==> config.mk <==
export PLATFORM = sky130hd
export DESIGN_NAME = adc_clock_and_power_sequencer
export DESIGN_NICKNAME = d
export VERILOG_FILES = /design/src/logic/adc_seq_pkg.sv /design/src/logic/adc_clock_and_power_sequencer.sv /design/src/logic/mc_tick_gen.sv
export VERILOG_INCLUDE_DIRS = /design/src /design/src/logic
export SDC_FILE = /design/constraint.sdc
export NUM_CORES = 1
export LEC_CHECK = 0
export BUFFER_PORTS_ARGS = -buffer_cell sky130_fd_sc_hd__buf_2
export CORE_AREA = 2 2 76 78
export CTS_CLUSTER_SIZE = 40
export DETAILED_ROUTE_END_ITERATION = 8
export DIE_AREA = 0 0 78 80
export PLACE_DENSITY = 0.85
export SYNTH_ARGS = -nofsm -noshare
export SYNTH_HDL_FRONTEND = slang
export SYNTH_SLANG_ARGS = --single-unit
export TNS_END_PERCENT = 30
==> constraint.sdc <==
create_clock -name ref_clk -period 5.3 [get_ports ref_clk]
set_input_delay 0.795 -clock ref_clk [delete_from_list [all_inputs] [get_ports ref_clk]]
set_output_delay 0.795 -clock ref_clk [all_outputs]
set_load 0.005 [all_outputs]
==> src/logic/adc_seq_cfg.svh <==
`ifndef ADC_SEQ_CFG_SVH
`define ADC_SEQ_CFG_SVH

// Register offsets on the plain register port
`define OFS_CONTROL 2'h0
`define OFS_RESULT 2'h1
`define OFS_IRQ_STATUS 2'h2
`define OFS_IRQ_MASK 2'h3

// Field positions in the converter control register
`define CTL_CHAN_LO 0
`define CTL_CHAN_HI 1
`define CTL_RC_SEL 2
`define CTL_START 3
`define CTL_DONE 4

// Field positions in the interrupt status and mask registers
`define IRQ_DONE 0
`define IRQ_ABORT 1

// Reset values
`define CONTROL_RST 8'h00
`define RESULT_RST 8'h00
`define IRQ_MASK_RST 2'h0
`define IRQ_STATUS_RST 2'h0
`define SAR_FIRST 8'h80

// Timing counts
`define CPU_CONV_MC 7'd31
`define RC_CONV_CLKS 7'd108
`define SYNC_MC 2'd3
`define SAR_STEPS 7'd8
`define MC_DIV_DEFAULT 6

`endif

==> src/logic/adc_seq_pkg.sv <==
package adc_seq_pkg;

  typedef enum logic [2:0] {
    ST_IDLE = 3'b001,
    ST_SYNC = 3'b010,
    ST_CONV = 3'b100
  } seq_state_t;

  typedef struct packed {
    logic done;
    logic start_busy;
    logic rc_sel;
    logic [1:0] channel;
  } ctrl_t;

  typedef struct packed {
    logic abort;
    logic done;
  } irq_bits_t;

endpackage : adc_seq_pkg

==> src/logic/adc_clock_and_power_sequencer.sv <==
`include "adc_seq_cfg.svh"

// Contract
// - With the CPU clock selected a conversion ends after 31 machine cycles.
// - Setting rc_clock_select runs the converter from the RC oscillator ticks.
// - RC mode first spends 3 to 4 machine cycles syncing, then 108 RC clocks.
// - Completion while the CPU idles wakes it when the interrupt is enabled.
// - In RC mode a conversion runs on to completion during Power Down.
// - Power Down in CPU-clock mode aborts the conversion without a wake-up.
// - Completion sets the done flag and loads the result; software clears.
// - Start begins a conversion, stays set while busy, starts are ignored.
module adc_clock_and_power_sequencer #(
  parameter int MC_DIV = `MC_DIV_DEFAULT
) (
  input wire logic ref_clk, // CPU clock, 40 MHz
  input wire logic rst, // Synchronous reset, active high
  input wire logic [1:0] addr, // Register address
  input wire logic [7:0] wdata, // Register write data
  input wire logic wr, // Write strobe
  input wire logic rd, // Read strobe
  input wire logic rc_tick, // One pulse per RC oscillator clock
  input wire logic cpu_idle, // CPU in Idle
  input wire logic cpu_power_down, // CPU in Power Down
  input wire logic comp_high, // SAR comparator: input above DAC
  output logic [7:0] rdata, // Read data, cycle after rd
  output logic [1:0] channel_sel, // Analog input select
  output logic sample_hold, // Sampling phase active
  output logic [7:0] sar_dac, // Trial code to the DAC
  output logic wake_cpu, // One-cycle wake pulse to the core
  output logic irq // Level interrupt
);

  // Machine-cycle enable from the divider
  logic mc_tick;
  adc_seq_pkg::seq_state_t state_reg;
  adc_seq_pkg::seq_state_t state_next;
  adc_seq_pkg::ctrl_t ctrl_reg;
  adc_seq_pkg::ctrl_t ctrl_next;
  adc_seq_pkg::irq_bits_t status_reg;
  adc_seq_pkg::irq_bits_t status_next;
  adc_seq_pkg::irq_bits_t mask_reg;
  adc_seq_pkg::irq_bits_t mask_next;
  logic [7:0] result_reg;
  logic [7:0] result_next;
  logic [7:0] sar_reg;
  logic [7:0] sar_next;
  logic [6:0] cnt_reg;
  logic [6:0] cnt_next;
  logic [1:0] sync_reg;
  logic [1:0] sync_next;
  logic [7:0] rdata_next;
  logic sample_next;
  logic wake_next;
  logic irq_next;

  // Decode shared by the sequencer and the register file
  logic conv_tick;
  logic [6:0] conv_len;
  logic [6:0] sar_from;
  logic start_req;
  logic finish;
  logic abort;

  // Bit k of a byte as a one-hot mask
  function automatic logic [7:0] bit_mask(input logic [2:0] k);
    bit_mask = 8'h01 << k;
  endfunction : bit_mask

  // Shared by CPU-mode timing and the sync count
  mc_tick_gen #(
    .DIV(MC_DIV)
  ) u_mc_tick (
    .ref_clk(ref_clk),
    .rst(rst),
    .tick(mc_tick)
  );

  // Conversion time base depends on the clock source
  // RC ticks arrive already aligned to the CPU clock
  always_comb
  begin
    conv_tick = ctrl_reg.rc_sel ? rc_tick : mc_tick;
    conv_len = ctrl_reg.rc_sel ? `RC_CONV_CLKS : `CPU_CONV_MC;
    sar_from = conv_len - `SAR_STEPS;
  end

  // Starts only count while neither busy nor done is set
  assign start_req = wr && (addr == `OFS_CONTROL) && wdata[`CTL_START]
    && !ctrl_reg.start_busy && !ctrl_reg.done;

  // Only the CPU-clock mode loses its clock in Power Down
  assign abort = cpu_power_down && !ctrl_reg.rc_sel
    && (state_reg != adc_seq_pkg::ST_IDLE);

  // Last tick of the count; an abort in the same cycle wins
  assign finish = (state_reg == adc_seq_pkg::ST_CONV) && !abort
    && conv_tick && (cnt_reg == conv_len - 7'd1);

  always_comb
  begin
    state_next = state_reg;
    cnt_next = cnt_reg;
    sync_next = sync_reg;
    sar_next = sar_reg;
    result_next = result_reg;
    sample_next = 1'b0;
    unique case (state_reg)
      adc_seq_pkg::ST_IDLE:
      begin
        if (start_req)
        begin
          // Counters restart on every accepted start
          cnt_next = 7'd0;
          sync_next = 2'd0;
          sar_next = `SAR_FIRST;
          // Sync spans the partial start cycle plus three whole ones
          if (wdata[`CTL_RC_SEL])
            state_next = adc_seq_pkg::ST_SYNC;
          else
            state_next = adc_seq_pkg::ST_CONV;
        end
      end
      adc_seq_pkg::ST_SYNC:
      begin
        if (mc_tick)
        begin
          sync_next = sync_reg + 2'd1;
          // Fourth boundary ends it: 3 to 4 machine cycles in all
          if (sync_reg == `SYNC_MC)
            state_next = adc_seq_pkg::ST_CONV;
        end
      end
      adc_seq_pkg::ST_CONV:
      begin
        // DAC rests at midscale while the input is sampled
        sample_next = (cnt_reg < sar_from);
        if (conv_tick)
        begin
          if (cnt_reg >= sar_from)
          begin
            // Keep trial bit if input is above, then try the next one
            if (!comp_high)
              sar_next = sar_reg
                & ~bit_mask(3'(conv_len - 7'd1 - cnt_reg));
            if (cnt_reg != conv_len - 7'd1)
              sar_next = sar_next
                | bit_mask(3'(conv_len - 7'd2 - cnt_reg));
          end
          if (finish)
          begin
            state_next = adc_seq_pkg::ST_IDLE;
            result_next = sar_next;
            sample_next = 1'b0;
          end
          else
          begin
            cnt_next = cnt_reg + 7'd1;
          end
        end
      end
    endcase
    if (abort)
    begin
      // Result keeps the previous conversion; only sar_reg is left holding partial bits
      state_next = adc_seq_pkg::ST_IDLE;
      sample_next = 1'b0;
    end
  end

  // Result only loads at completion, so an abort leaves it stale
  always_ff @(posedge ref_clk)
  begin
    if (rst)
    begin
      state_reg <= adc_seq_pkg::ST_IDLE;
      cnt_reg <= 7'd0;
      sync_reg <= 2'd0;
      sar_reg <= `SAR_FIRST;
      result_reg <= `RESULT_RST;
      sample_hold <= 1'b0;
    end
    else
    begin
      state_reg <= state_next;
      cnt_reg <= cnt_next;
      sync_reg <= sync_next;
      sar_reg <= sar_next;
      result_reg <= result_next;
      sample_hold <= sample_next;
    end
  end

  // Register file, flags and interrupt
  always_comb
  begin
    ctrl_next = ctrl_reg;
    status_next = status_reg;
    mask_next = mask_reg;
    rdata_next = 8'h00;
    // Writes to the result register fall through and are dropped
    if (wr)
    begin
      unique case (addr)
        `OFS_CONTROL:
        begin
          // Clock source is frozen while busy or done; channel is frozen while busy, and while done a write can only clear its bits
          if (!ctrl_reg.start_busy && !ctrl_reg.done)
          begin
            ctrl_next.channel = wdata[`CTL_CHAN_HI:`CTL_CHAN_LO];
            ctrl_next.rc_sel = wdata[`CTL_RC_SEL];
          end
          else if (!ctrl_reg.start_busy)
            ctrl_next.channel = wdata[`CTL_CHAN_HI:`CTL_CHAN_LO] &
              ctrl_reg.channel;
          // Done clears on a zero write; a one leaves it alone
          if (!wdata[`CTL_DONE])
            ctrl_next.done = 1'b0;
          if (start_req)
            ctrl_next.start_busy = 1'b1;
        end
        `OFS_IRQ_STATUS:
        begin
          if (wdata[`IRQ_DONE])
            status_next.done = 1'b0;
          if (wdata[`IRQ_ABORT])
            status_next.abort = 1'b0;
        end
        `OFS_IRQ_MASK:
        begin
          mask_next.done = wdata[`IRQ_DONE];
          mask_next.abort = wdata[`IRQ_ABORT];
        end
        default:
        begin
        end
      endcase
    end
    // Hardware set wins over a same-cycle clear
    if (finish)
    begin
      ctrl_next.start_busy = 1'b0;
      ctrl_next.done = 1'b1;
      status_next.done = 1'b1;
    end
    if (abort)
    begin
      ctrl_next.start_busy = 1'b0;
      status_next.abort = 1'b1;
    end
    // Read data is registered; idle cycles return zero
    if (rd)
    begin
      unique case (addr)
        `OFS_CONTROL:
          rdata_next = {3'h0, ctrl_reg.done, ctrl_reg.start_busy,
            ctrl_reg.rc_sel, ctrl_reg.channel};
        `OFS_RESULT:
          rdata_next = result_reg;
        `OFS_IRQ_STATUS:
          rdata_next = {6'h00, status_reg};
        `OFS_IRQ_MASK:
          rdata_next = {6'h00, mask_reg};
        default:
          rdata_next = 8'h00;
      endcase
    end
    // Next values keep irq in step with the flag it reflects
    irq_next = |(status_next & mask_next);
    // Abort never wakes; completion wakes only with interrupt active
    wake_next = finish && mask_reg.done
      && (cpu_idle || cpu_power_down);
  end

  always_ff @(posedge ref_clk)
  begin
    if (rst)
    begin
      // Control image is the low five bits of the byte
      ctrl_reg <= adc_seq_pkg::ctrl_t'(5'(`CONTROL_RST));
      status_reg <= `IRQ_STATUS_RST;
      mask_reg <= `IRQ_MASK_RST;
      rdata <= 8'h00;
      irq <= 1'b0;
      wake_cpu <= 1'b0;
    end
    else
    begin
      ctrl_reg <= ctrl_next;
      status_reg <= status_next;
      mask_reg <= mask_next;
      rdata <= rdata_next;
      irq <= irq_next;
      wake_cpu <= wake_next;
    end
  end

  // Both are flop values wired straight out
  assign channel_sel = ctrl_reg.channel;
  assign sar_dac = sar_reg;

endmodule : adc_clock_and_power_sequencer

==> src/logic/mc_tick_gen.sv <==
module mc_tick_gen #(
  parameter int DIV = 6
) (
  input wire logic ref_clk, // CPU clock
  input wire logic rst, // Synchronous reset, active high
  output logic tick // One-cycle pulse per machine cycle
);

  logic [7:0] cnt_reg;
  logic [7:0] cnt_next;
  logic tick_next;

  always_comb
  begin
    tick_next = 1'b0;
    cnt_next = cnt_reg + 8'h01;
    if (cnt_reg == 8'(DIV - 1))
    begin
      cnt_next = 8'h00;
      tick_next = 1'b1;
    end
  end

  always_ff @(posedge ref_clk)
  begin
    if (rst)
    begin
      cnt_reg <= 8'h00;
      tick <= 1'b0;
    end
    else
    begin
      cnt_reg <= cnt_next;
      tick <= tick_next;
    end
  end

endmodule : mc_tick_gen

======== Word-level counts from Yosys, hierarchy flattened ========
Cells that the tools add are included.
Widths: inputs -> output; s select.
storage, ports and cells
  register bits ........................... 57
  input port bits ......................... 18
operators by class
  $add $sub $neg .......................... 8
  order comparisons ....................... 2
  equal/unequal tests ..................... 19
  shifts and indexed selects .............. 2
  multiplexer cells ....................... 45
  bitwise operators ....................... 7
  reduce and logical (&&, ||, !) cells .... 37
operators with widths
  cell                 count
  $mux 8               8
  $pmux 8 s4           1
  $mux 7               4
  $reduce_and 3->1     7
  $mux 2               9
  $mux 3               6
  $pmux 8 s2           1
  $shl 1x3->8 const A  2
  $pmux 7 s2           1
  $logic_and 1x1->1    12
  $mux 1               11
  $mux 5               2
  $ne 2x2->1 const B   5
  $pmux 3 s3           1
  $add 8x1->8 const B  1
  $and 8x8->8          1
  $eq 8x3->1 const B   1
  $not 8->8            1
  $or 8x8->8           1
  $reduce_bool 2->1    4
  $reduce_or 2->1      4
  $add 7x1->7 const B  1
  $eq 7x7->1           1
  $ge 7x7->1           1
  other kinds (23)     34

======== Depth between registers and ports, before layout ========
Gate-level depths: netlist (run 1).
  word-level depth ........................ 15
  gate-level depth with buffers ........... 8
  mapped depth without buffers ............ 8

======== Modules after synthesis ========
From an unflattened synthesis (run 1), not the netlist that was laid out.
second synthesis, totals
  cells, all modules ...................... 338
  area total of the unflattened synthesis .. 2979.1 um^2
modules (own cells, without submodules)
  module                         instances  cells an instance  area each (um^2)
  adc_clock_and_power_sequencer  1          295                2585.0
  mc_tick_gen                    1          43                 394.1

======== Worst setup path after synthesis (run 1) ========
Ideal clock, no wire load.
  path kind ............................... input to register
  start point ............................. input port addr[1]
  end point ............................... register sar_reg[6], in the netlist sar_dac[6]
  data arrival time ....................... 2339 ps
  data required time ...................... 5175 ps
  setup slack ............................. 2836 ps
  stages .................................. 7
  buffers on the path ..................... 2
  path through ............................ buf_6 > or4b_4 > buf_6 > o41ai_4 > a21oi_4 > a22oi_1 > o31ai_1
on the way
  longest elaborated chain between the ends .. 7
RTL lines
  what                            line                                  text
  start, declared                 adc_clock_and_power_sequencer.sv:17   input wire logic [1:0] addr,
  $logic_not 2->1                 n/a
  $logic_and 1x1->1 (4 in a row)  adc_clock_and_power_sequencer.sv:88   assign start_req = wr && (addr == `OFS_CONTROL) && wdata[`CTL_START]
  $ne 2x2->1 (no line)            n/a
  $reduce_and 3->1 (no line)      n/a
  end signal, assigned            adc_clock_and_power_sequencer.sv:178  sar_reg <= `SAR_FIRST;
  end signal, assigned            adc_clock_and_power_sequencer.sv:187  sar_reg <= sar_next;
  end, declared                   adc_clock_and_power_sequencer.sv:45   logic [7:0] sar_reg;
Every way passes these cells.
A chain may end at the register's enable or synchronous reset.

======== Worst setup path after layout (run 1) ========
  start point ............................. register ctrl_reg[2] (netlist bit)
  end point ............................... register sample_hold
on the way
  longest elaborated chain between the ends .. 9
RTL lines
  what                                                                 line                                  text
  start, declared                                                      adc_clock_and_power_sequencer.sv:37   adc_seq_pkg::ctrl_t ctrl_reg;
  start signal, assigned                                               adc_clock_and_power_sequencer.sv:279  ctrl_reg <= adc_seq_pkg::ctrl_t'(5'(`CONTROL_RST));
  start signal, assigned                                               adc_clock_and_power_sequencer.sv:288  ctrl_reg <= ctrl_next;
  parallel branches: the longest is 9 deep, another holds $sub 7x4->7  n/a
  end signal, assigned                                                 adc_clock_and_power_sequencer.sv:189  sample_hold <= sample_next;
  end, declared                                                        adc_clock_and_power_sequencer.sv:27   output logic sample_hold,
Several ways; the timed one is not identified.

==> results.md, run 1 <==
* Reg power frac at between 40% and 50%
* Worst Skew at between 0.009 and 0.01 ns
* Total of warnings raised by yosys at 0
* Layout area overhead at 14.8%
* Hold WC Path Type: register to register
* Final net count at between 300 and 400
* Gr usage total at between 20% and 30%
* Prevailing post-synth register cell: dfxtp_1
* WL per Instance at between 15 and 20 um
* Syn_nets at around 360
* Antenna violations before repair at 0
* Post-route ant nets at 0
* IO Count at 39
* GPL Wtd Cong at between 0.8 and 0.9
* DRT Pass-1 Iters at 5
* Crit-path cells: inv_1 > ha_1 > and4_1 > a211oi_1 > o21ai_0 > a2111oi_0
* Final Hold Viols at 0
* VDD IR-drop max at roughly 0.14 mV
* Register area share after synthesis at approximately 40%
* Max frequency at ~350 MHz
* DR iter-0 viols at roughly 150
* Synthesized area at around 0.0029 mm^2
* Die outline area at ~0.0062 mm^2
* Gate power share at under 10%
* Final WL at 6.53 mm
* CP max stage cell: dfxtp_1
* Worst Path Max Fanout at 11
* Synthesized flop and latch total at 57
* Slew headroom at 38.6%
* Critical Path Source Type: register
* Cell Int Power at 0.752 mW
* Endpoint class of the critical path: register
* Switching Fraction at 24.5%
* Initial Util at 53.0%
* Worst-path clk slew at 0.07 ns
* CP required at between 5 and 6 ns
* Tightest Pin Transition at between 0.9 and 1 ns
* Synth unique cells at 54
* Sink Count at 57
* Commonest non-fill, non-tap cell in the layout: dfxtp_1
* Vias per Instance at just under 6
* CTS tree: built
* Post-cts sizing count at 0
* Status: complete, no violations
* Clk network pwr share at between 40% and 50%
* Largest net degree at the start of global routing at 23
* Setup TNS at 0 ns
* Final setup viols at 0
* Cell row count at 27
* Number of flops mapped to enable cells by yosys at 0
* Max clock buf depth at 2
* Root buffer cell: clkbuf_8
* Die Width at approximately 78 um
* DRC violations left at 0
* First-pass GRT wire length at roughly 11 mm
* Synth area leader: dfxtp_1
* Leak at between 1 and 1.5 nW
* RSZ-0062 raised after global routing: no
* DR vias at roughly 2500
* Core box area at around 0.0054 mm^2
* IO Port Bufs at 35
* Most frequent cells in the layout: dfxtp_1, buf_2, nand2_1, nor2_1, nand3_1
* Psw at 0.243 mW
* Final Max Tran Viols at 0
* WP data arrival at 3.02 ns
* Kind of critical path: register to register
* Async SR Flop Fraction at 0%
* Antenna diode instance count at 0
* Worst skew pair latency at 0.35 ns
* Syn Area/Cell at 8.84 um^2
* Final worst-path cycle share at between 50 and 60%
* Post-CTS Setup Inserts at 0
* Slowest stage delay, CP at between 0.6 and 0.7 ns
* Vias in the first global route at about 2300
* Pwr per Cell Area at ~300 mW/mm^2
* CTS buffer count at 9
* Hold Buf Count CTS at 0
* Gr ovfl total at 0
* Period minus WS final at about 2.8 ns
* Area fraction of the dominant cell type after synthesis at approximately two fifths
* Post-Syn Instances at roughly 320
* Ratio of cells with drive above 1 in the final layout at between 15 and 20%
* Total of max-cap violations at 0
* Die H at around 80 um
* Top post-synthesis cells by area: dfxtp_1, ha_1, nand2_1, nor2_1, nand3_1
* Final HPWL DP at between 4 and 5 mm
* Hold_ws at 0.457 ns
* H-tree depth at 3
[through the flow]
step	instance area (um^2)	setup slack, ns	cells	power, mW	util (%)
after floorplan	2870	2.84	324	0.520	-
after global placement	3060	2.56	419	0.538	56.6
after detailed placement	3060	2.56	419	0.541	56.6
after CTS	3290	2.53	435	1.00	60.9
after global routing	3290	2.23	435	1.03	60.9
final	3290	2.46	435	0.995	60.9
[layout make-up]
class	instances	area, um^2
fillers	466	2120
multi-input cells	243	1610
flip-flops and latches	57	1140
repair buffers	35	175
clock buffers	10	138
clock inverters	6	90.1
well taps	72	90.1
inverters	12	45.0
[worst max-delay path: cells and delay by family, from the launching register on]
family                     cells  cell delay, ns
adders and majority gates      1            0.34
and+or+nand+nor                1            0.25
buffers and inverters          1            0.21
DFF                            1            0.63
AOI/OAI and AO/OA              3            1.24
[routing by layer]
layer  routed length, um  GRT usage, %  share of wire [%]  vias to the layer above
li1                    -             -                  -                     1254
met4                 113          9.47                1.7                        0
met2                3050          35.9                 47                       92
met3                 489          6.67                7.5                       10
met5                   0             0                  0                        -
met1                2870          27.3                 44                     1168
[Yosys cell counts (6+ instances only)]
cell type / count
xor2_1: 9
nand2_1: 29
a21oi_1: 18
nand2b_1: 7
o211ai_1: 8
ha_1: 14
clkbuf_1: 6
o21ai_0: 14
nor2_1: 28
nor2b_1: 6
and3_1: 11
nand3_1: 20
inv_1: 12
dfxtp_1: 57
[cell families after synthesis]
logic type	synth area share [%]
adder cells (fa/ha/maj)	6.11
XOR/XNOR	3.97
AND/OR/NAND/NOR	22.6
multiplexers	3.58
AO/OA/AOI/OAI	19.9
flip-flops	39.8
buffers and inverters	3.97
[power groups by stage]
stage	clock [mW]	combinational (mW)	sequential (mW)
after floorplan	0	0.0640	0.456
after global placement	0	0.0788	0.459
after detailed placement	0	0.0816	0.460
after CTS	0.469	0.0824	0.450
after global routing	0.489	0.0917	0.453
final	0.461	0.0827	0.451
[worst paths after layout]
kind,end,slack (ns),start,cells after the start
max,sample_hold,2.46,ctrl_reg[2],6
min,result_reg[7],0.46,result_reg[7],2
max reg2reg,sample_hold,2.46,ctrl_reg[2],6
min reg2reg,result_reg[7],0.46,result_reg[7],2
(Power assumes the default switching activity.)
==> inputs of run 2 (changes only) <==
CORE_AREA = 2 2 78 80   (was 2 2 76 78)
DIE_AREA = 0 0 80 82   (was 0 0 78 80)
clock period = 2.4 ns   (was 5.3 ns; I/O delays follow)
==> run 2 against run 1 <==
Against the previous run:
- maximum frequency increased by 27%
- die area rose by 5.1%
- sequential power increased by 120%
- largest power group is now sequential cells
- clock skew shrank 0.0037 ns
- largest cell class unchanged
- highest routed layer unchanged
- clock power grew 93%
- critical path depth grew 1
- utilization shrank 2.2 points
- via count up 2.0%
- register-to-register slack worse by 2.3 ns
- global-route usage is 0.59 points lower
==> results.md, run 2 (synthesis results as in run 1) <==
* Core box area at 0.00575 mm^2 (+6.3%)
* DR iter-0 viols at 156 (+1.3%)
* Endpoint class of the critical path: register
* DR vias at 2575 (+2.0%)
* Die Width at 80 um (+2.6%)
* GPL Wtd Cong at 0.948 (+8.1%)
* Tightest Pin Transition at 0.569 ns (-0.350 ns)
* IO Count at 39 (unchanged)
* Die outline area at 0.00656 mm^2 (+5.1%)
* Slowest stage delay, CP at 0.59 ns (-0.04 ns)
* Layout area overhead at 17.6%
* Vias in the first global route at 2363 (+1.1%)
* Critical Path Source Type: register
* Worst-path clk slew at 0.06 ns (about the same)
* Post-CTS Setup Inserts at 0 (unchanged)
* Hold WC Path Type: primary input to register
* Leak at 1.43 nW (+3.3%)
* H-tree depth at 3 (unchanged)
* Final HPWL DP at 4.89 mm (+5.6%)
* Largest net degree at the start of global routing at 18 (-22%)
* Final net count at 402 (+3.1%)
* Max frequency at 446 MHz (+27%)
* Worst Path Max Fanout at 6 (-5)
* Die H at 82 um (+2.5%)
* CTS buffer count at 9 (unchanged)
* Worst Skew at 0.00581 ns (-0.00370 ns)
* Final Hold Viols at 0 (unchanged)
* Gr ovfl total at 0 (unchanged)
* Setup TNS at 0 ns (unchanged)
* VDD IR-drop max at 0.349 mV (+160%)
* RSZ-0062 raised after global routing: no
* Global routing's busiest layer: met2
* Gr usage total at 21.6% (-0.59 points)
* Hold Buf Count CTS at 0 (unchanged)
* Total of max-cap violations at 0 (unchanged)
* Period minus WS final at 2.24 ns (-0.598 ns)
* # fillers at 515 (+11%)
* Final WL at 6.72 mm (+2.9%)
* CTS tree: built
* Met3 Usage GRT at 4.73% (-1.9 points)
* Status: complete, no violations
* Kind of critical path: register to register
* Root buffer cell: clkbuf_8
* Worst skew pair latency at 0.34 ns (about the same)
* Pwr per Cell Area at 616 mW/mm^2 (+100%)
* Hold_ws at 0.278 ns (-0.179 ns)
* Antenna violations before repair at 0 (unchanged)
* Antenna diode instance count at 0 (unchanged)
* Post-route ant nets at 0 (unchanged)
* CP max stage cell: o41ai_1
* Most frequent cells in the layout: dfxtp_1, buf_2, nand2_1, nor2_1, nand3_1
* Sink Count at 57 (unchanged)
* Crit-path cells: inv_1 > ha_1 > and4_1 > a211oi_2 > o21a_1 > o41ai_1 > o31ai_1
* IO Port Bufs at 35 (unchanged)
* First-pass GRT wire length at 10.8 mm (+1.0%)
* Finished Core Util at 58.6% (-2.2 points)
* Final worst-path cycle share at 93.3% (+40 points)
* Commonest non-fill, non-tap cell in the layout: dfxtp_1
* Max clock buf depth at 2 (unchanged)
* Ratio of cells with drive above 1 in the final layout at 19.5% (+3.2 points)
* DRT Pass-1 Iters at 4 (-1)
* CP required at 2.60 ns (-2.89 ns)
* Footprint of the multi-input gates at 0.00163 mm^2 (+1.1%)
* Cell family with most CP delay: compound AO/OA/AOI/OAI gates
* Met1 Usage GRT at 26.2% (-1.2 points)
* Crit path buffers/inverters at 1 (unchanged)
* Storage cell area at 0.00114 mm^2 (unchanged)
* Final setup viols at 0 (unchanged)
* Vias per Instance at 5.72 (-1.4%)
* Final Max Tran Viols at 0 (unchanged)
* Post-cts sizing count at 0 (unchanged)
* Initial Util at 49.9% (-3.1 points)
* Met2 Resource Use GR at 36.0% (+0.052 points)
* WP data arrival at 2.44 ns (-0.58 ns)
* Cell row count at 28 (+3.7%)
* DRC violations left at 0 (unchanged)
* Slew headroom at 61.6% (+23 points)
* WL per Instance at 14.9 um (-0.53%)
run 2: power breakdown:
part | switching, mW | leakage (nW) | total, mW | internal [mW]
combinational | 0.110 | 0.870 | 0.193 | 0.0830
sequential | 0.0247 | 0.461 | 0.993 | 0.968
clock | 0.385 | 0.0953 | 0.889 | 0.504
total | 0.520 | 1.43 | 2.07 | 1.55
run 2: metrics by stage:
step                      area, um^2  std cells  worst slack, ns  power, mW
final                           3370        450            0.160       2.07
after global routing            3370        450          0.00240       2.16
after CTS                       3350        450            0.114       2.08
after detailed placement        3160        434            0.127       1.20
after global placement          3160        434            0.226       1.20
after floorplan                 2870        324           0.0924       1.15
run 2: per-layer routing:
layer | part of all wire (%) | routed length [um]
met5 | 0 | 0
met4 | 2.6 | 177
met3 | 5.4 | 363
met2 | 47 | 3160
met1 | 45 | 3020
run 2: final cells by class:
class | instances | area share [%]
multi-input combinational | 243 | 48.3
sequential | 57 | 33.9
timing repair buffer | 47 | 7.87
clock buffer | 11 | 4.20
tap | 75 | 2.78
clock inverter | 5 | 1.63
inverter | 12 | 1.34
run 2: final timing paths:
kind                       from       endpoint  slack, ns  cells after the start
setup / recovery    ctrl_reg[2]  result_reg[0]       0.16                      7
hold / removal              rst     cnt_reg[0]       0.28                      2
setup reg to reg    ctrl_reg[2]  result_reg[0]       0.16                      7
hold reg to reg   result_reg[5]  result_reg[5]       0.46                      2
run 2: worst register-to-register path: cells and delay by family, from the launching register on:
| kind | cells | cell delay, ns |
|---|---|---|
| and+or+nand+nor | 1 | 0.32 |
| DFF | 1 | 0.35 |
| adders and majority gates | 1 | 0.34 |
| AOI/OAI and AO/OA | 4 | 0.99 |
| buffers and inverters | 1 | 0.11 |
